**src/rss_consts.svh**
```systemverilog
// Register map, field positions, reset values and timing figures.
`ifndef RSS_CONSTS_SVH
`define RSS_CONSTS_SVH

// ========================================
// Register byte offsets
`define RSS_OFS_HARDWARE_CONFIG_REG      9'h004
`define RSS_OFS_POWER_MGMT_CTRL_REG    9'h008
`define RSS_OFS_BYTE_TEST   9'h00C
`define RSS_OFS_HOST_SCR    9'h010
`define RSS_OFS_RESET_CONTROL_REG   9'h1F0
`define RSS_OFS_STICKY      9'h1F4

// ========================================
// Field positions
`define RSS_HW_SOFT_BIT     0
`define RSS_HW_STRAP_LSB    8
`define RSS_HW_READY_BIT    27
`define RSS_PMT_READY_BIT   0
`define RSS_PMT_VPHY_BIT    4
`define RSS_RC_DIG_BIT      0
`define RSS_RC_PHY1_BIT     1
`define RSS_RC_PHY2_BIT     2
`define RSS_RC_VPHY_BIT     3

// ========================================
// Reset values
`define RSS_RST_WORD        32'h0000_0000
`define RSS_BYTE_TEST_VAL   32'h5A3C_96E1

// ========================================
// Timing figures, as printed, and clock rate
`define RSS_CLK_KHZ         25000
`define RSS_POR_MS          23
`define RSS_PIN_US          760
`define RSS_DIG_US          760
`define RSS_SOFT_US         590
`define RSS_PHY_US          110
`define RSS_VPHY_US         1

`endif

```
**src/rss_pkg.sv**
```systemverilog
// Types shared by the reset source sequencer.
package rss_pkg;

    // ========================================
    // Sequencer states
    typedef enum logic [1:0] {
        RSS_READY,
        RSS_HOLD,
        RSS_LOAD
    } rss_state_t;

    // ========================================
    // Kind of reset in progress
    typedef enum logic [1:0] {
        RSS_KIND_POR,
        RSS_KIND_PIN,
        RSS_KIND_DIG,
        RSS_KIND_SOFT
    } rss_kind_t;

endpackage

```
**src/rss_sync.sv**
```systemverilog
// Two-flop synchroniser for pin inputs.
`timescale 1ns/1ps

module rss_sync #(
    parameter int          W       = 1,
    parameter logic        RST_VAL = 1'b0
) (
    input  wire logic         i_clk_sys,
    input  wire logic         i_rst,
    input  wire logic [W-1:0] i_async,
    output logic      [W-1:0] o_sync
);

    logic [W-1:0] meta;

    // ========================================
    // First stage feeds only the second stage
    always_ff @(posedge i_clk_sys) begin
        if (i_rst) begin
            meta   <= {W{RST_VAL}};
            o_sync <= {W{RST_VAL}};
        end else begin
            meta   <= i_async;
            o_sync <= meta;
        end
    end

endmodule

```
**src/rss_top.sv**
```systemverilog
// Reset source sequencer with a classic Wishbone register slave.
//
// The Wishbone slave port and the placing of the registers were chosen for this implementation.
`timescale 1ns/1ps
`include "rss_consts.svh"

module rss_top #(
    parameter int SW        = 4,
    parameter int CW        = 20,
    parameter int POR_CYC   = (`RSS_POR_MS * `RSS_CLK_KHZ),
    parameter int PIN_CYC   = (`RSS_PIN_US * `RSS_CLK_KHZ + 999) / 1000,
    parameter int DIG_CYC   = (`RSS_DIG_US * `RSS_CLK_KHZ + 999) / 1000,
    parameter int SOFT_CYC  = (`RSS_SOFT_US * `RSS_CLK_KHZ + 999) / 1000,
    parameter int PHY_CYC   = (`RSS_PHY_US * `RSS_CLK_KHZ + 999) / 1000,
    parameter int VPHY_CYC  = (`RSS_VPHY_US * `RSS_CLK_KHZ + 999) / 1000,
    // Arbitrary pattern for the byte-order test register
    parameter logic [31:0] BYTE_TEST = `RSS_BYTE_TEST_VAL
) (
    input  wire logic          i_clk_sys,
    input  wire logic          i_rst,
    input  wire logic          i_pin_reset_low,
    input  wire logic [SW-1:0] i_strap,
    input  wire logic          i_loader_done,
    input  wire logic          i_wb_cyc,
    input  wire logic          i_wb_stb,
    input  wire logic          i_wb_we,
    input  wire logic [8:0]    i_wb_adr,
    input  wire logic [31:0]   i_wb_dat,
    input  wire logic [3:0]    i_wb_sel,
    output logic      [31:0]   o_wb_dat,
    output logic               o_wb_ack,
    output logic               o_rst_chip,
    output logic               o_rst_digital,
    output logic               o_rst_host,
    output logic               o_rst_phy1,
    output logic               o_rst_phy2,
    output logic               o_rst_vphy,
    output logic      [SW-1:0] o_strap_q,
    output logic               o_loader_start,
    output logic               o_loader_mac_only,
    output logic               o_ready
);

    // ========================================
    // Elaboration checks
    localparam logic [CW-1:0] CMAX = {CW{1'b1}};
    generate
        if (SW < 1 || SW > 16) begin : g_bad_sw
            $error("strap width must be 1 to 16");
        end
        if (CW < 2 || CW > 31) begin : g_bad_cw
            $error("counter width must be 2 to 31");
        end
        if (POR_CYC < 1 || PIN_CYC < 1 || DIG_CYC < 1 || SOFT_CYC < 1 ||
            PHY_CYC < 1 || VPHY_CYC < 1) begin : g_bad_min
            $error("every reset time needs at least one cycle");
        end
        if (POR_CYC > 2**CW - 1 || PIN_CYC > 2**CW - 1 ||
            DIG_CYC > 2**CW - 1 || SOFT_CYC > 2**CW - 1 ||
            PHY_CYC > 2**CW - 1 || VPHY_CYC > 2**CW - 1) begin : g_bad_max
            $error("a reset time does not fit the counter");
        end
    endgenerate

    // ========================================
    // Helpers
    function automatic logic [31:0] merge(input logic [31:0] old_v,
                                          input logic [31:0] new_v,
                                          input logic [3:0]  sel);
        logic [31:0] r;
        r = old_v;
        for (int b = 0; b < 4; b++) begin
            if (sel[b]) begin
                r[8*b +: 8] = new_v[8*b +: 8];
            end
        end
        return r;
    endfunction

    function automatic logic [CW-1:0] phy_time(input int idx);
        logic [CW-1:0] t;
        t = (idx == 2) ? CW'(VPHY_CYC) : CW'(PHY_CYC);
        return t;
    endfunction

    // ========================================
    // Pin inputs through two flops
    logic          pin_high;
    logic [SW-1:0] strap_sync;

    // Pin idles high; a low reset value would turn power-on into a pin reset
    rss_sync #(
        .W       (1),
        .RST_VAL (1'b1)
    ) u_pin_sync (
        .i_clk_sys (i_clk_sys),
        .i_rst     (i_rst),
        .i_async   (i_pin_reset_low),
        .o_sync    (pin_high)
    );

    rss_sync #(
        .W       (SW),
        .RST_VAL (1'b0)
    ) u_strap_sync (
        .i_clk_sys (i_clk_sys),
        .i_rst     (i_rst),
        .i_async   (i_strap),
        .o_sync    (strap_sync)
    );

    // ========================================
    // State
    rss_pkg::rss_state_t state;
    rss_pkg::rss_kind_t  kind;
    logic [CW-1:0]       cnt;
    logic                strap_done;
    logic                ready;
    logic                read_seen;
    logic                soft_bit;
    logic                dig_bit;
    logic [2:0]          phy_bit;
    logic [CW-1:0]       phy_cnt [3];
    logic [31:0]         host_scr;
    logic [31:0]         sticky;

    logic chip_kind;
    logic in_hold;
    logic wr;
    logic rd;
    logic wr_ok;
    logic wr_hw;
    logic wr_pmt;
    logic wr_rc;
    logic dig_req;
    logic soft_req;
    logic seq_end;

    assign chip_kind = (kind == rss_pkg::RSS_KIND_POR) ||
                       (kind == rss_pkg::RSS_KIND_PIN);
    assign in_hold   = (state == rss_pkg::RSS_HOLD);
    assign seq_end   = (state == rss_pkg::RSS_LOAD) && i_loader_done;

    // ========================================
    // Bus strobes: read at request, write at the acked edge
    assign rd    = i_wb_cyc && i_wb_stb && !i_wb_we && !o_wb_ack;
    assign wr    = i_wb_cyc && i_wb_stb && i_wb_we && o_wb_ack;
    // Writes count only when ready and after a first read
    assign wr_ok = wr && ready && read_seen;
    assign wr_hw  = wr_ok && (i_wb_adr == `RSS_OFS_HARDWARE_CONFIG_REG) && i_wb_sel[0];
    assign wr_pmt = wr_ok && (i_wb_adr == `RSS_OFS_POWER_MGMT_CTRL_REG) && i_wb_sel[0];
    assign wr_rc  = wr_ok && (i_wb_adr == `RSS_OFS_RESET_CONTROL_REG) && i_wb_sel[0];
    assign dig_req  = wr_rc && i_wb_dat[`RSS_RC_DIG_BIT];
    assign soft_req = wr_hw && i_wb_dat[`RSS_HW_SOFT_BIT];

    // ========================================
    // Reset sequencer
    // Pin and power-on override any sequence already running
    always_ff @(posedge i_clk_sys) begin
        if (i_rst) begin
            state <= rss_pkg::RSS_HOLD;
            kind  <= rss_pkg::RSS_KIND_POR;
            cnt   <= CW'(POR_CYC);
        end else if (!pin_high) begin
            state <= rss_pkg::RSS_HOLD;
            kind  <= rss_pkg::RSS_KIND_PIN;
            cnt   <= CW'(PIN_CYC);
        end else begin
            unique case (state)
                rss_pkg::RSS_READY: begin
                    if (dig_req) begin
                        state <= rss_pkg::RSS_HOLD;
                        kind  <= rss_pkg::RSS_KIND_DIG;
                        cnt   <= CW'(DIG_CYC);
                    end else if (soft_req) begin
                        state <= rss_pkg::RSS_HOLD;
                        kind  <= rss_pkg::RSS_KIND_SOFT;
                        cnt   <= CW'(SOFT_CYC);
                    end
                end
                rss_pkg::RSS_HOLD: begin
                    if (cnt == CW'(1)) begin
                        state <= rss_pkg::RSS_LOAD;
                    end else begin
                        cnt <= cnt - CW'(1);
                    end
                end
                rss_pkg::RSS_LOAD: begin
                    // Loader time per byte adds to the fixed hold
                    if (i_loader_done) begin
                        state <= rss_pkg::RSS_READY;
                    end
                end
            endcase
        end
    end

    // ========================================
    // Loader kick, one pulse as the hold ends
    always_ff @(posedge i_clk_sys) begin
        if (i_rst) begin
            o_loader_start    <= 1'b0;
            o_loader_mac_only <= 1'b0;
        end else begin
            // Every reset kind runs the loader
            o_loader_start <= pin_high && in_hold && (cnt == CW'(1));
            // Soft reset reloads only the MAC address
            o_loader_mac_only <= (kind == rss_pkg::RSS_KIND_SOFT) &&
                                 (state != rss_pkg::RSS_READY);
        end
    end

    // ========================================
    // Strap capture once chip-level sources have released
    always_ff @(posedge i_clk_sys) begin
        if (i_rst) begin
            strap_done <= 1'b0;
            o_strap_q  <= {SW{1'b0}};
        end else if (!pin_high) begin
            strap_done <= 1'b0;
        end else if (in_hold && chip_kind && !strap_done &&
                     cnt == CW'(1)) begin
            // Taken as the hold ends, once the strap synchroniser is filled
            strap_done <= 1'b1;
            o_strap_q  <= strap_sync;
        end
    end
    // Multi-module kinds never reach the capture branch

    // ========================================
    // Reset outputs by scope
    always_ff @(posedge i_clk_sys) begin
        if (i_rst) begin
            o_rst_chip    <= 1'b1;
            o_rst_digital <= 1'b1;
            o_rst_host    <= 1'b1;
            o_rst_phy1    <= 1'b1;
            o_rst_phy2    <= 1'b1;
            o_rst_vphy    <= 1'b1;
        end else begin
            // Three levels of scope from one sequencer
            o_rst_chip    <= in_hold && chip_kind;
            o_rst_digital <= in_hold && (chip_kind ||
                             kind == rss_pkg::RSS_KIND_DIG);
            o_rst_host    <= in_hold;
            // PHYs see chip resets and their own request only
            o_rst_phy1 <= (in_hold && chip_kind) || phy_bit[0];
            o_rst_phy2 <= (in_hold && chip_kind) || phy_bit[1];
            o_rst_vphy <= (in_hold && chip_kind) || phy_bit[2];
        end
    end

    // ========================================
    // Ready flag and first-read tracking
    always_ff @(posedge i_clk_sys) begin
        if (i_rst) begin
            ready     <= 1'b0;
            read_seen <= 1'b0;
        end else begin
            ready <= pin_high && (state == rss_pkg::RSS_READY);
            if (!ready) begin
                read_seen <= 1'b0;
            end else if (rd) begin
                read_seen <= 1'b1;
            end
        end
    end
    assign o_ready = ready;

    // ========================================
    // Reset request bits
    // Requests can only be written while ready, so no set meets a clear
    always_ff @(posedge i_clk_sys) begin
        if (i_rst || !pin_high) begin
            dig_bit  <= 1'b0;
            soft_bit <= 1'b0;
        end else begin
            if (dig_req) begin
                dig_bit <= 1'b1;
            end else if (seq_end && kind == rss_pkg::RSS_KIND_DIG) begin
                dig_bit <= 1'b0;
            end
            if (soft_req) begin
                soft_bit <= 1'b1;
            end else if (seq_end) begin
                soft_bit <= 1'b0;
            end
        end
    end

    // ========================================
    // PHY self-clearing resets, one counter each
    always_ff @(posedge i_clk_sys) begin
        if (i_rst || !pin_high) begin
            phy_bit <= 3'h0;
            for (int i = 0; i < 3; i++) begin
                phy_cnt[i] <= {CW{1'b0}};
            end
        end else begin
            for (int i = 0; i < 3; i++) begin
                if (wr_rc && i_wb_dat[`RSS_RC_PHY1_BIT + i]) begin
                    phy_bit[i] <= 1'b1;
                    phy_cnt[i] <= phy_time(i);
                end else if (phy_bit[i]) begin
                    if (phy_cnt[i] == CW'(1)) begin
                        phy_bit[i] <= 1'b0;
                    end else begin
                        phy_cnt[i] <= phy_cnt[i] - CW'(1);
                    end
                end
            end
            // Second way in for the virtual PHY
            if (wr_pmt && i_wb_dat[`RSS_PMT_VPHY_BIT]) begin
                phy_bit[2] <= 1'b1;
                phy_cnt[2] <= phy_time(2);
            end
        end
    end

    // ========================================
    // Low system scratch: any multi-module reset clears it
    always_ff @(posedge i_clk_sys) begin
        if (i_rst || in_hold) begin
            host_scr <= `RSS_RST_WORD;
        end else if (wr_ok && i_wb_adr == `RSS_OFS_HOST_SCR) begin
            host_scr <= merge(host_scr, i_wb_dat, i_wb_sel);
        end
    end

    // ========================================
    // Sticky register: only chip-level resets clear it
    always_ff @(posedge i_clk_sys) begin
        if (i_rst || (in_hold && chip_kind)) begin
            sticky <= `RSS_RST_WORD;
        end else if (wr_ok && i_wb_adr == `RSS_OFS_STICKY) begin
            sticky <= merge(sticky, i_wb_dat, i_wb_sel);
        end
    end

    // ========================================
    // Read mux; before ready only four registers answer with data
    logic [31:0] next_rdata;
    logic        pre_ok;
    always_comb begin
        next_rdata = 32'h0000_0000;
        pre_ok = (i_wb_adr == `RSS_OFS_HARDWARE_CONFIG_REG) ||
                 (i_wb_adr == `RSS_OFS_POWER_MGMT_CTRL_REG) ||
                 (i_wb_adr == `RSS_OFS_BYTE_TEST) ||
                 (i_wb_adr == `RSS_OFS_RESET_CONTROL_REG);
        unique case (i_wb_adr)
            `RSS_OFS_HARDWARE_CONFIG_REG: begin
                next_rdata[`RSS_HW_SOFT_BIT]  = soft_bit;
                next_rdata[`RSS_HW_STRAP_LSB +: SW] = o_strap_q;
                next_rdata[`RSS_HW_READY_BIT] = ready;
            end
            `RSS_OFS_POWER_MGMT_CTRL_REG: begin
                next_rdata[`RSS_PMT_READY_BIT] = ready;
                next_rdata[`RSS_PMT_VPHY_BIT]  = phy_bit[2];
            end
            `RSS_OFS_BYTE_TEST: next_rdata = BYTE_TEST;
            `RSS_OFS_RESET_CONTROL_REG: begin
                next_rdata[`RSS_RC_DIG_BIT]  = dig_bit;
                next_rdata[`RSS_RC_PHY1_BIT] = phy_bit[0];
                next_rdata[`RSS_RC_PHY2_BIT] = phy_bit[1];
                next_rdata[`RSS_RC_VPHY_BIT] = phy_bit[2];
            end
            `RSS_OFS_HOST_SCR: next_rdata = host_scr;
            `RSS_OFS_STICKY:   next_rdata = sticky;
            default:           next_rdata = 32'h0000_0000;
        endcase
        // Guarded reads return zero rather than stale state
        if (!ready && !pre_ok) begin
            next_rdata = 32'h0000_0000;
        end
    end

    // ========================================
    // Wishbone answer: ack one cycle after the request, for one cycle
    always_ff @(posedge i_clk_sys) begin
        if (i_rst) begin
            o_wb_ack <= 1'b0;
            o_wb_dat <= 32'h0000_0000;
        end else begin
            o_wb_ack <= i_wb_cyc && i_wb_stb && !o_wb_ack;
            if (rd) begin
                o_wb_dat <= next_rdata;
            end
        end
    end

endmodule

```
**config.mk**
```make
export PLATFORM = sky130hd
export DESIGN_NAME = rss_top
export DESIGN_NICKNAME = d
export VERILOG_FILES = /design/src/rss_pkg.sv /design/src/rss_sync.sv /design/src/rss_top.sv
export VERILOG_INCLUDE_DIRS = /design/src
export SDC_FILE = /design/constraint.sdc
export NUM_CORES = 1
export LEC_CHECK = 0
export ABC_AREA = 1
export BUFFER_PORTS_ARGS = -buffer_cell sky130_fd_sc_hd__buf_4
export CAP_MARGIN = 20
export CORE_MARGIN = 2
export CORE_UTILIZATION = 55
export DETAILED_ROUTE_END_ITERATION = 6
export PLACE_DENSITY = 0.86
export SYNTH_ARGS = -nofsm -noshare
export SYNTH_HDL_FRONTEND = slang
export SYNTH_SLANG_ARGS = --single-unit
```
**constraint.sdc**
```tcl
create_clock -name i_clk_sys -period 2.6 [get_ports i_clk_sys]
set_clock_uncertainty 0.1 [all_clocks]
set_input_delay 0.13 -clock i_clk_sys [delete_from_list [all_inputs] [get_ports i_clk_sys]]
set_output_delay 0.13 -clock i_clk_sys [all_outputs]
set_load 0.05 [all_outputs]
```
* Word level (Yosys, flattened, before mapping)
Memories as Yosys holds them, arrays and structs flattened. Cells that the tools add are included.
Word-level totals: bits in registers 151, RAM bits 60, word-level logic and storage cells 212, memories 1
Memories:
- phy_cnt | depth 3, bits a word 20, rd ports 3, clocked after Yosys merged registers in 0, wr ports 3, RTL line rss_top.sv:123 | logic [CW-1:0] phy_cnt [3];
Cells by class: add/sub/neg operators 4, equality and inequality tests 24, mux-type cells 67, bitwise logic cells 9, reduce and logical (&&, ||, !) cells 73
Operator list (number):
- $mux 20 | 11
- $eq 20x1->1 const B | 4
- $sub 20x1->20 const B | 4
- $pmux 15 s3 | 1
- $pmux 20 s2 | 1
- $mux 1 | 39
- $logic_and 1x1->1 | 33
- $mux 32 | 1
- $reduce_and 2->1 | 11
- $eq 9x4->1 const B | 2
- $eq 9x9->1 const B | 2
- $pmux 3 s3 | 2
- $pmux 4 s4 | 1
- $mux 2 | 6
- $ne 3x3->1 const B | 4
- $pmux 4 s3 | 1
- $logic_or 1x1->1 | 11
- $reduce_bool 2->1 | 5
- $eq 9x3->1 const B | 1
- $eq 9x5->1 const B | 1
- $reduce_and 3->1 | 3
- $or 1x1->1 | 7
- $eq 2x2->1 const B | 3
- $logic_not 1->1 | 6
- 11 further kinds | 17

* Longest topological paths before layout
word-level depth 14, gate-level depth with buffers 12, mapped depth without buffers 11

* Hierarchy
From an unflattened synthesis, not the netlist that was laid out.
Second synthesis, totals: cell total of the unflattened synthesis 1418, area, all modules 10468.8 µm²
By module, submodules not included:
- rss_top | instances 1, cells an instance 1386, area each 10178.5 µm²
- rss_sync at u_strap_sync | instances 1, cells an instance 25, area each 231.5 µm²
- rss_sync at u_pin_sync | instances 1, cells an instance 7, area each 58.8 µm²

* Least setup slack after synthesis
OpenSTA, ideal clock, no wires.
kind reg2reg, from register o_wb_ack, to memory phy_cnt[2][0] (enable), library setup time 0.380 ns, arrival time 2.064 ns, data required time 2.120 ns, path slack 0.056 ns, stages on the path, launching flop included 9, path buffers 0, clock period less this slack 2.544 ns, path through dfxtp_1 nand2_1 nor2_4 nand2_2 nor2_1 nand3_1 nor2_1 nor2_1 nand3_1
RTL lines:
- start: declaration | RTL line rss_top.sv:31 | output logic o_wb_ack,
- start signal: assignment | RTL line rss_top.sv:384 | o_wb_ack <= i_wb_cyc && i_wb_stb && !o_wb_ack;
- end: declaration | RTL line rss_top.sv:123

* Worst setup path after layout
from input port i_rst, to register sticky[6]
On the way: longest elaborated chain between the ends 1
RTL lines:
- start: declaration | RTL line rss_top.sv:20 | input wire logic i_rst,
- $logic_or 1x1->1 | RTL line rss_top.sv:333 | if (i_rst || (in_hold && chip_kind)) begin
- end signal: assignment | RTL line rss_top.sv:334 | sticky <= `RSS_RST_WORD;
- end signal: assignment | RTL line rss_top.sv:336 | sticky <= merge(sticky, i_wb_dat, i_wb_sel);
- end: declaration | RTL line rss_top.sv:125 | logic [31:0] sticky;
No other way between the ends. A chain may end at the register's enable or synchronous reset.

==> flow_metrics.tcl <==
set metrics [dict create \
    antenna_found_initial 0 \
    cts_buffers 23 \
    hpwlAfterDp_um 17400 \
    syn_to_final_growth_pct 21.4 \
    synth-simple-area-share 0.281 \
    portBuffers 101 \
    pwr-share-seq 0.483 \
    gp_congestion 0.890 \
    yosys_warnings 0 \
    synth_xor_area_frac 0.0274 \
    finalWorstPathRequiredPeriod_ps 2330 \
    cp.required_ps 2870 \
    netlist_instances 1373 \
    critPathBufInv 5 \
    die_x_um 140 \
    criticalPathCategory "input port to flop" \
    synth-main-ff-cell "dfxtp_1" \
    r2r_slack_ps 300 \
    nFillCells 1299 \
    relSlewSlack 0.516 \
    synthAdderAreaFrac 0.0135 \
    clock_path_buffers 3 \
    p_comb_frac 0.071 \
    first_pass_iters 7 \
    initial_core_util 0.565 \
    ctsHtreeMaxLevel 1 \
    syn_avg_cell_area_um2 7.44 \
    cp_max_fo 49 \
    path_cells "dlygate4sd3_1 > buf_4 > buf_4 > inv_1 > nand2_1 > clkinvlp_4 > o21ai_0 > nor2_1" \
    synth.most_common_cell "nand2_1" \
    design_area_mm2 0.0124 \
    synth_compound_area_frac 0.124 \
    clkPwrFrac 0.447 \
    holdPathEnd "soft_bit" \
    grt.total_usage 0.280 \
    io_pins 102 \
    hp-start "i_wb_sel[0]" \
    power_density_mw_per_mm2 587 \
    placed_area_mm2 0.0112 \
    synth_top_family_by_area "simple AND/OR/NAND/NOR gates" \
    setup_violations 0 \
    cp.arrival_ps 2600 \
    rr_startpoint "state[1]" \
    crit_slowest_cell "dlygate4sd3_1" \
    synth_edf_count 60 \
    cts_root_buffer "clkbuf_16" \
    vias 9904 \
    slew_violations 0 \
    synth_nets 1440 \
    endpoint_kind "flop" \
    synthMuxAreaShare 0 \
    r2r-end "sticky[6]" \
    drt_iter0_drc 846 \
    async_flop_share 0 \
    postRouteAntennaNets 0 \
    routed_via_density 5.63 \
    place_inst 1674 \
    worst_slew_pin_slew_ps 726 \
    failed_checks "DRC" \
    clk_pin_slew_ps 60 \
    syn_area_mm2 0.0102 \
    maxCapViolCount 0 \
    stdcell_count 1759 \
    synth_seq_cells 211 \
    totalWireLength_um 27700 \
    cpMostUsedCell "buf_4" \
    die_h_um 140 \
    yosys.cell_types.count 42 \
    status "finished with violations" \
    utilization 0.686 \
    layout.nets 1581 \
    cts_tree "done" \
    period_share 0.897 \
    max_freq_mhz 429 \
    p_leak_nw 5.05 \
    totalPowerFinal_mw 7.28 \
    dieArea_mm2 0.0197 \
    p_sw_frac 0.232 \
    drc 2 \
    grt_pass1_wl_um 45700 \
    yosysSeqAreaShare 0.472 \
    rsz0062_at_grt "no" \
    power_switching_mw 1.69 \
    yosysTopAreaCell "dfxtp_1" \
    cts_sinks 211 \
    peakVddDrop_uv 467 \
    grt_max_degree 50 \
    n_antenna_cell 0 \
    core_mm2 0.0181 \
    synth.top_cell.area_share 0.296 \
    critical_path_depth 8 \
    ys_top_cells_by_count "nand2_1 (274), nor2_1 (226), inv_1 (161), dfxtp_1 (151), a21oi_1 (120)" \
    critPathTopFamily "buffers and inverters" \
    hp-class "input port to flop" \
    worstHoldPathCells 5 \
    max_stage_delay_ps 520 \
    drive_gt1_frac 0.129 \
    hold_viol_final 0 \
    start_kind "input port" \
    fin_tns_setup_ps 0 \
    grt_pass1_vias 9931 \
    ys_top_cells_by_area "dfxtp_1 (30%), edfxtp_1 (18%), nand2_1 (10%), nor2_1 (8.3%), inv_1 (5.9%)" \
    clock_latency_ps 510 \
    r2r_cells 9 \
    intPower_mw 5.59 \
    overflow 0 \
    wire_per_inst_um 15.8 \
    rows 49 \
]
==> layout by cell type (no fill, tap or decap), types with 5 or more instances in the layout <==
master         netlist  final
buf_4                1    120
dfxtp_1            151    151
nor2_4               5      5
o211ai_1            16     16
edfxtp_1            60     60
xnor2_1              6      6
inv_1              161    160
nand2_1            274    274
nand3_1             90     90
or2_2                5      5
nor2_2               9     10
xor2_1              26     26
nand4_1             18     18
o21ai_0             76     76
ha_1                11     10
a21oi_1            120    120
clkbuf_16            0     25
dlygate4sd3_1        0     44
clkbuf_8             0      6
clkinv_2             0      5
nor3_1              23     23
nor2_1             226    225
o22ai_1              7      7
==> worst max path at each step <==
stage,from,to
global placement,state[1],sticky[29]
floorplan,o_wb_ack,phy_cnt[2][0]
CTS,state[1],sticky[6]
global route,state[1],sticky[6]
finish,i_rst,sticky[6]
detailed placement,o_wb_ack,phy_cnt[2][13]
==> layout make-up <==
type / count / area [µm²] / area share
Timing Repair Buffer: 164 / 1340 / 0.108
Tap cell: 229 / 287 / 0.0231
Multi-Input combinational cell: 949 / 4570 / 0.368
Clock buffer: 35 / 723 / 0.0583
Clock inverter: 6 / 36.3 / 0.00293
Inverter: 165 / 623 / 0.0502
Sequential cell: 211 / 4820 / 0.389
==> sequential cells by signal, indices dropped and copies added, names as in the netlist, 2 cells and up <==
register,flops
sticky,32
phy_cnt,60
state,2
o_strap_q,4
phy_bit,3
kind,2
u_strap_sync.o_sync,4
o_wb_dat,32
cnt,20
u_strap_sync.meta,4
host_scr,32
==> per-stage QoR <==
step           setup WS [ps]  hold slack (ps)
2_1_floorplan           55.7              134
3_3_place_gp             462              216
3_5_place_dp             366              218
4_1_cts                  276             22.6
5_1_grt                  178             36.6
6_report                 267             32.1
==> tightest hold or removal path: stages <==
cell and delay [ps]:
buf_4 140, nand3_4 120, nor2_2 60, nand2_1 80, a21oi_1 60
==> timing repair <==
item / CTS / global route
buffers inserted: 0 / 0
setup endpoints to repair: 0 / 1
gates resized for setup: 0 / 2
endpoints found under the hold margin: 90 / 0
hold buffers: 44 / 0
==> power groups by stage <==
stage | Clock (mW) | Combinational, mW | Sequential [mW]
after floorplan | 0 | 0.282 | 3.57
after global placement | 0 | 0.431 | 3.58
after detailed placement | 0 | 0.443 | 3.58
after CTS | 3.24 | 0.501 | 3.51
after global routing | 3.39 | 0.573 | 3.52
final | 3.25 | 0.514 | 3.51
==> cells by family after synthesis <==
group	Yosys count
adder cells (fa/ha/maj)	11
flip-flops	211
AND/OR/NAND/NOR	670
AO/OA/AOI/OAI	236
XOR/XNOR	32
buffers and inverters	213
==> metal layers <==
metal	global-route usage	part of all wire	wire (µm)
met5	0	0	0
met4	0.141	0.045	1250
met1	0.340	0.39	10800
met3	0.0366	0.072	2000
met2	0.491	0.49	13700
No activity file was read; power rests on OpenSTA's default activity.
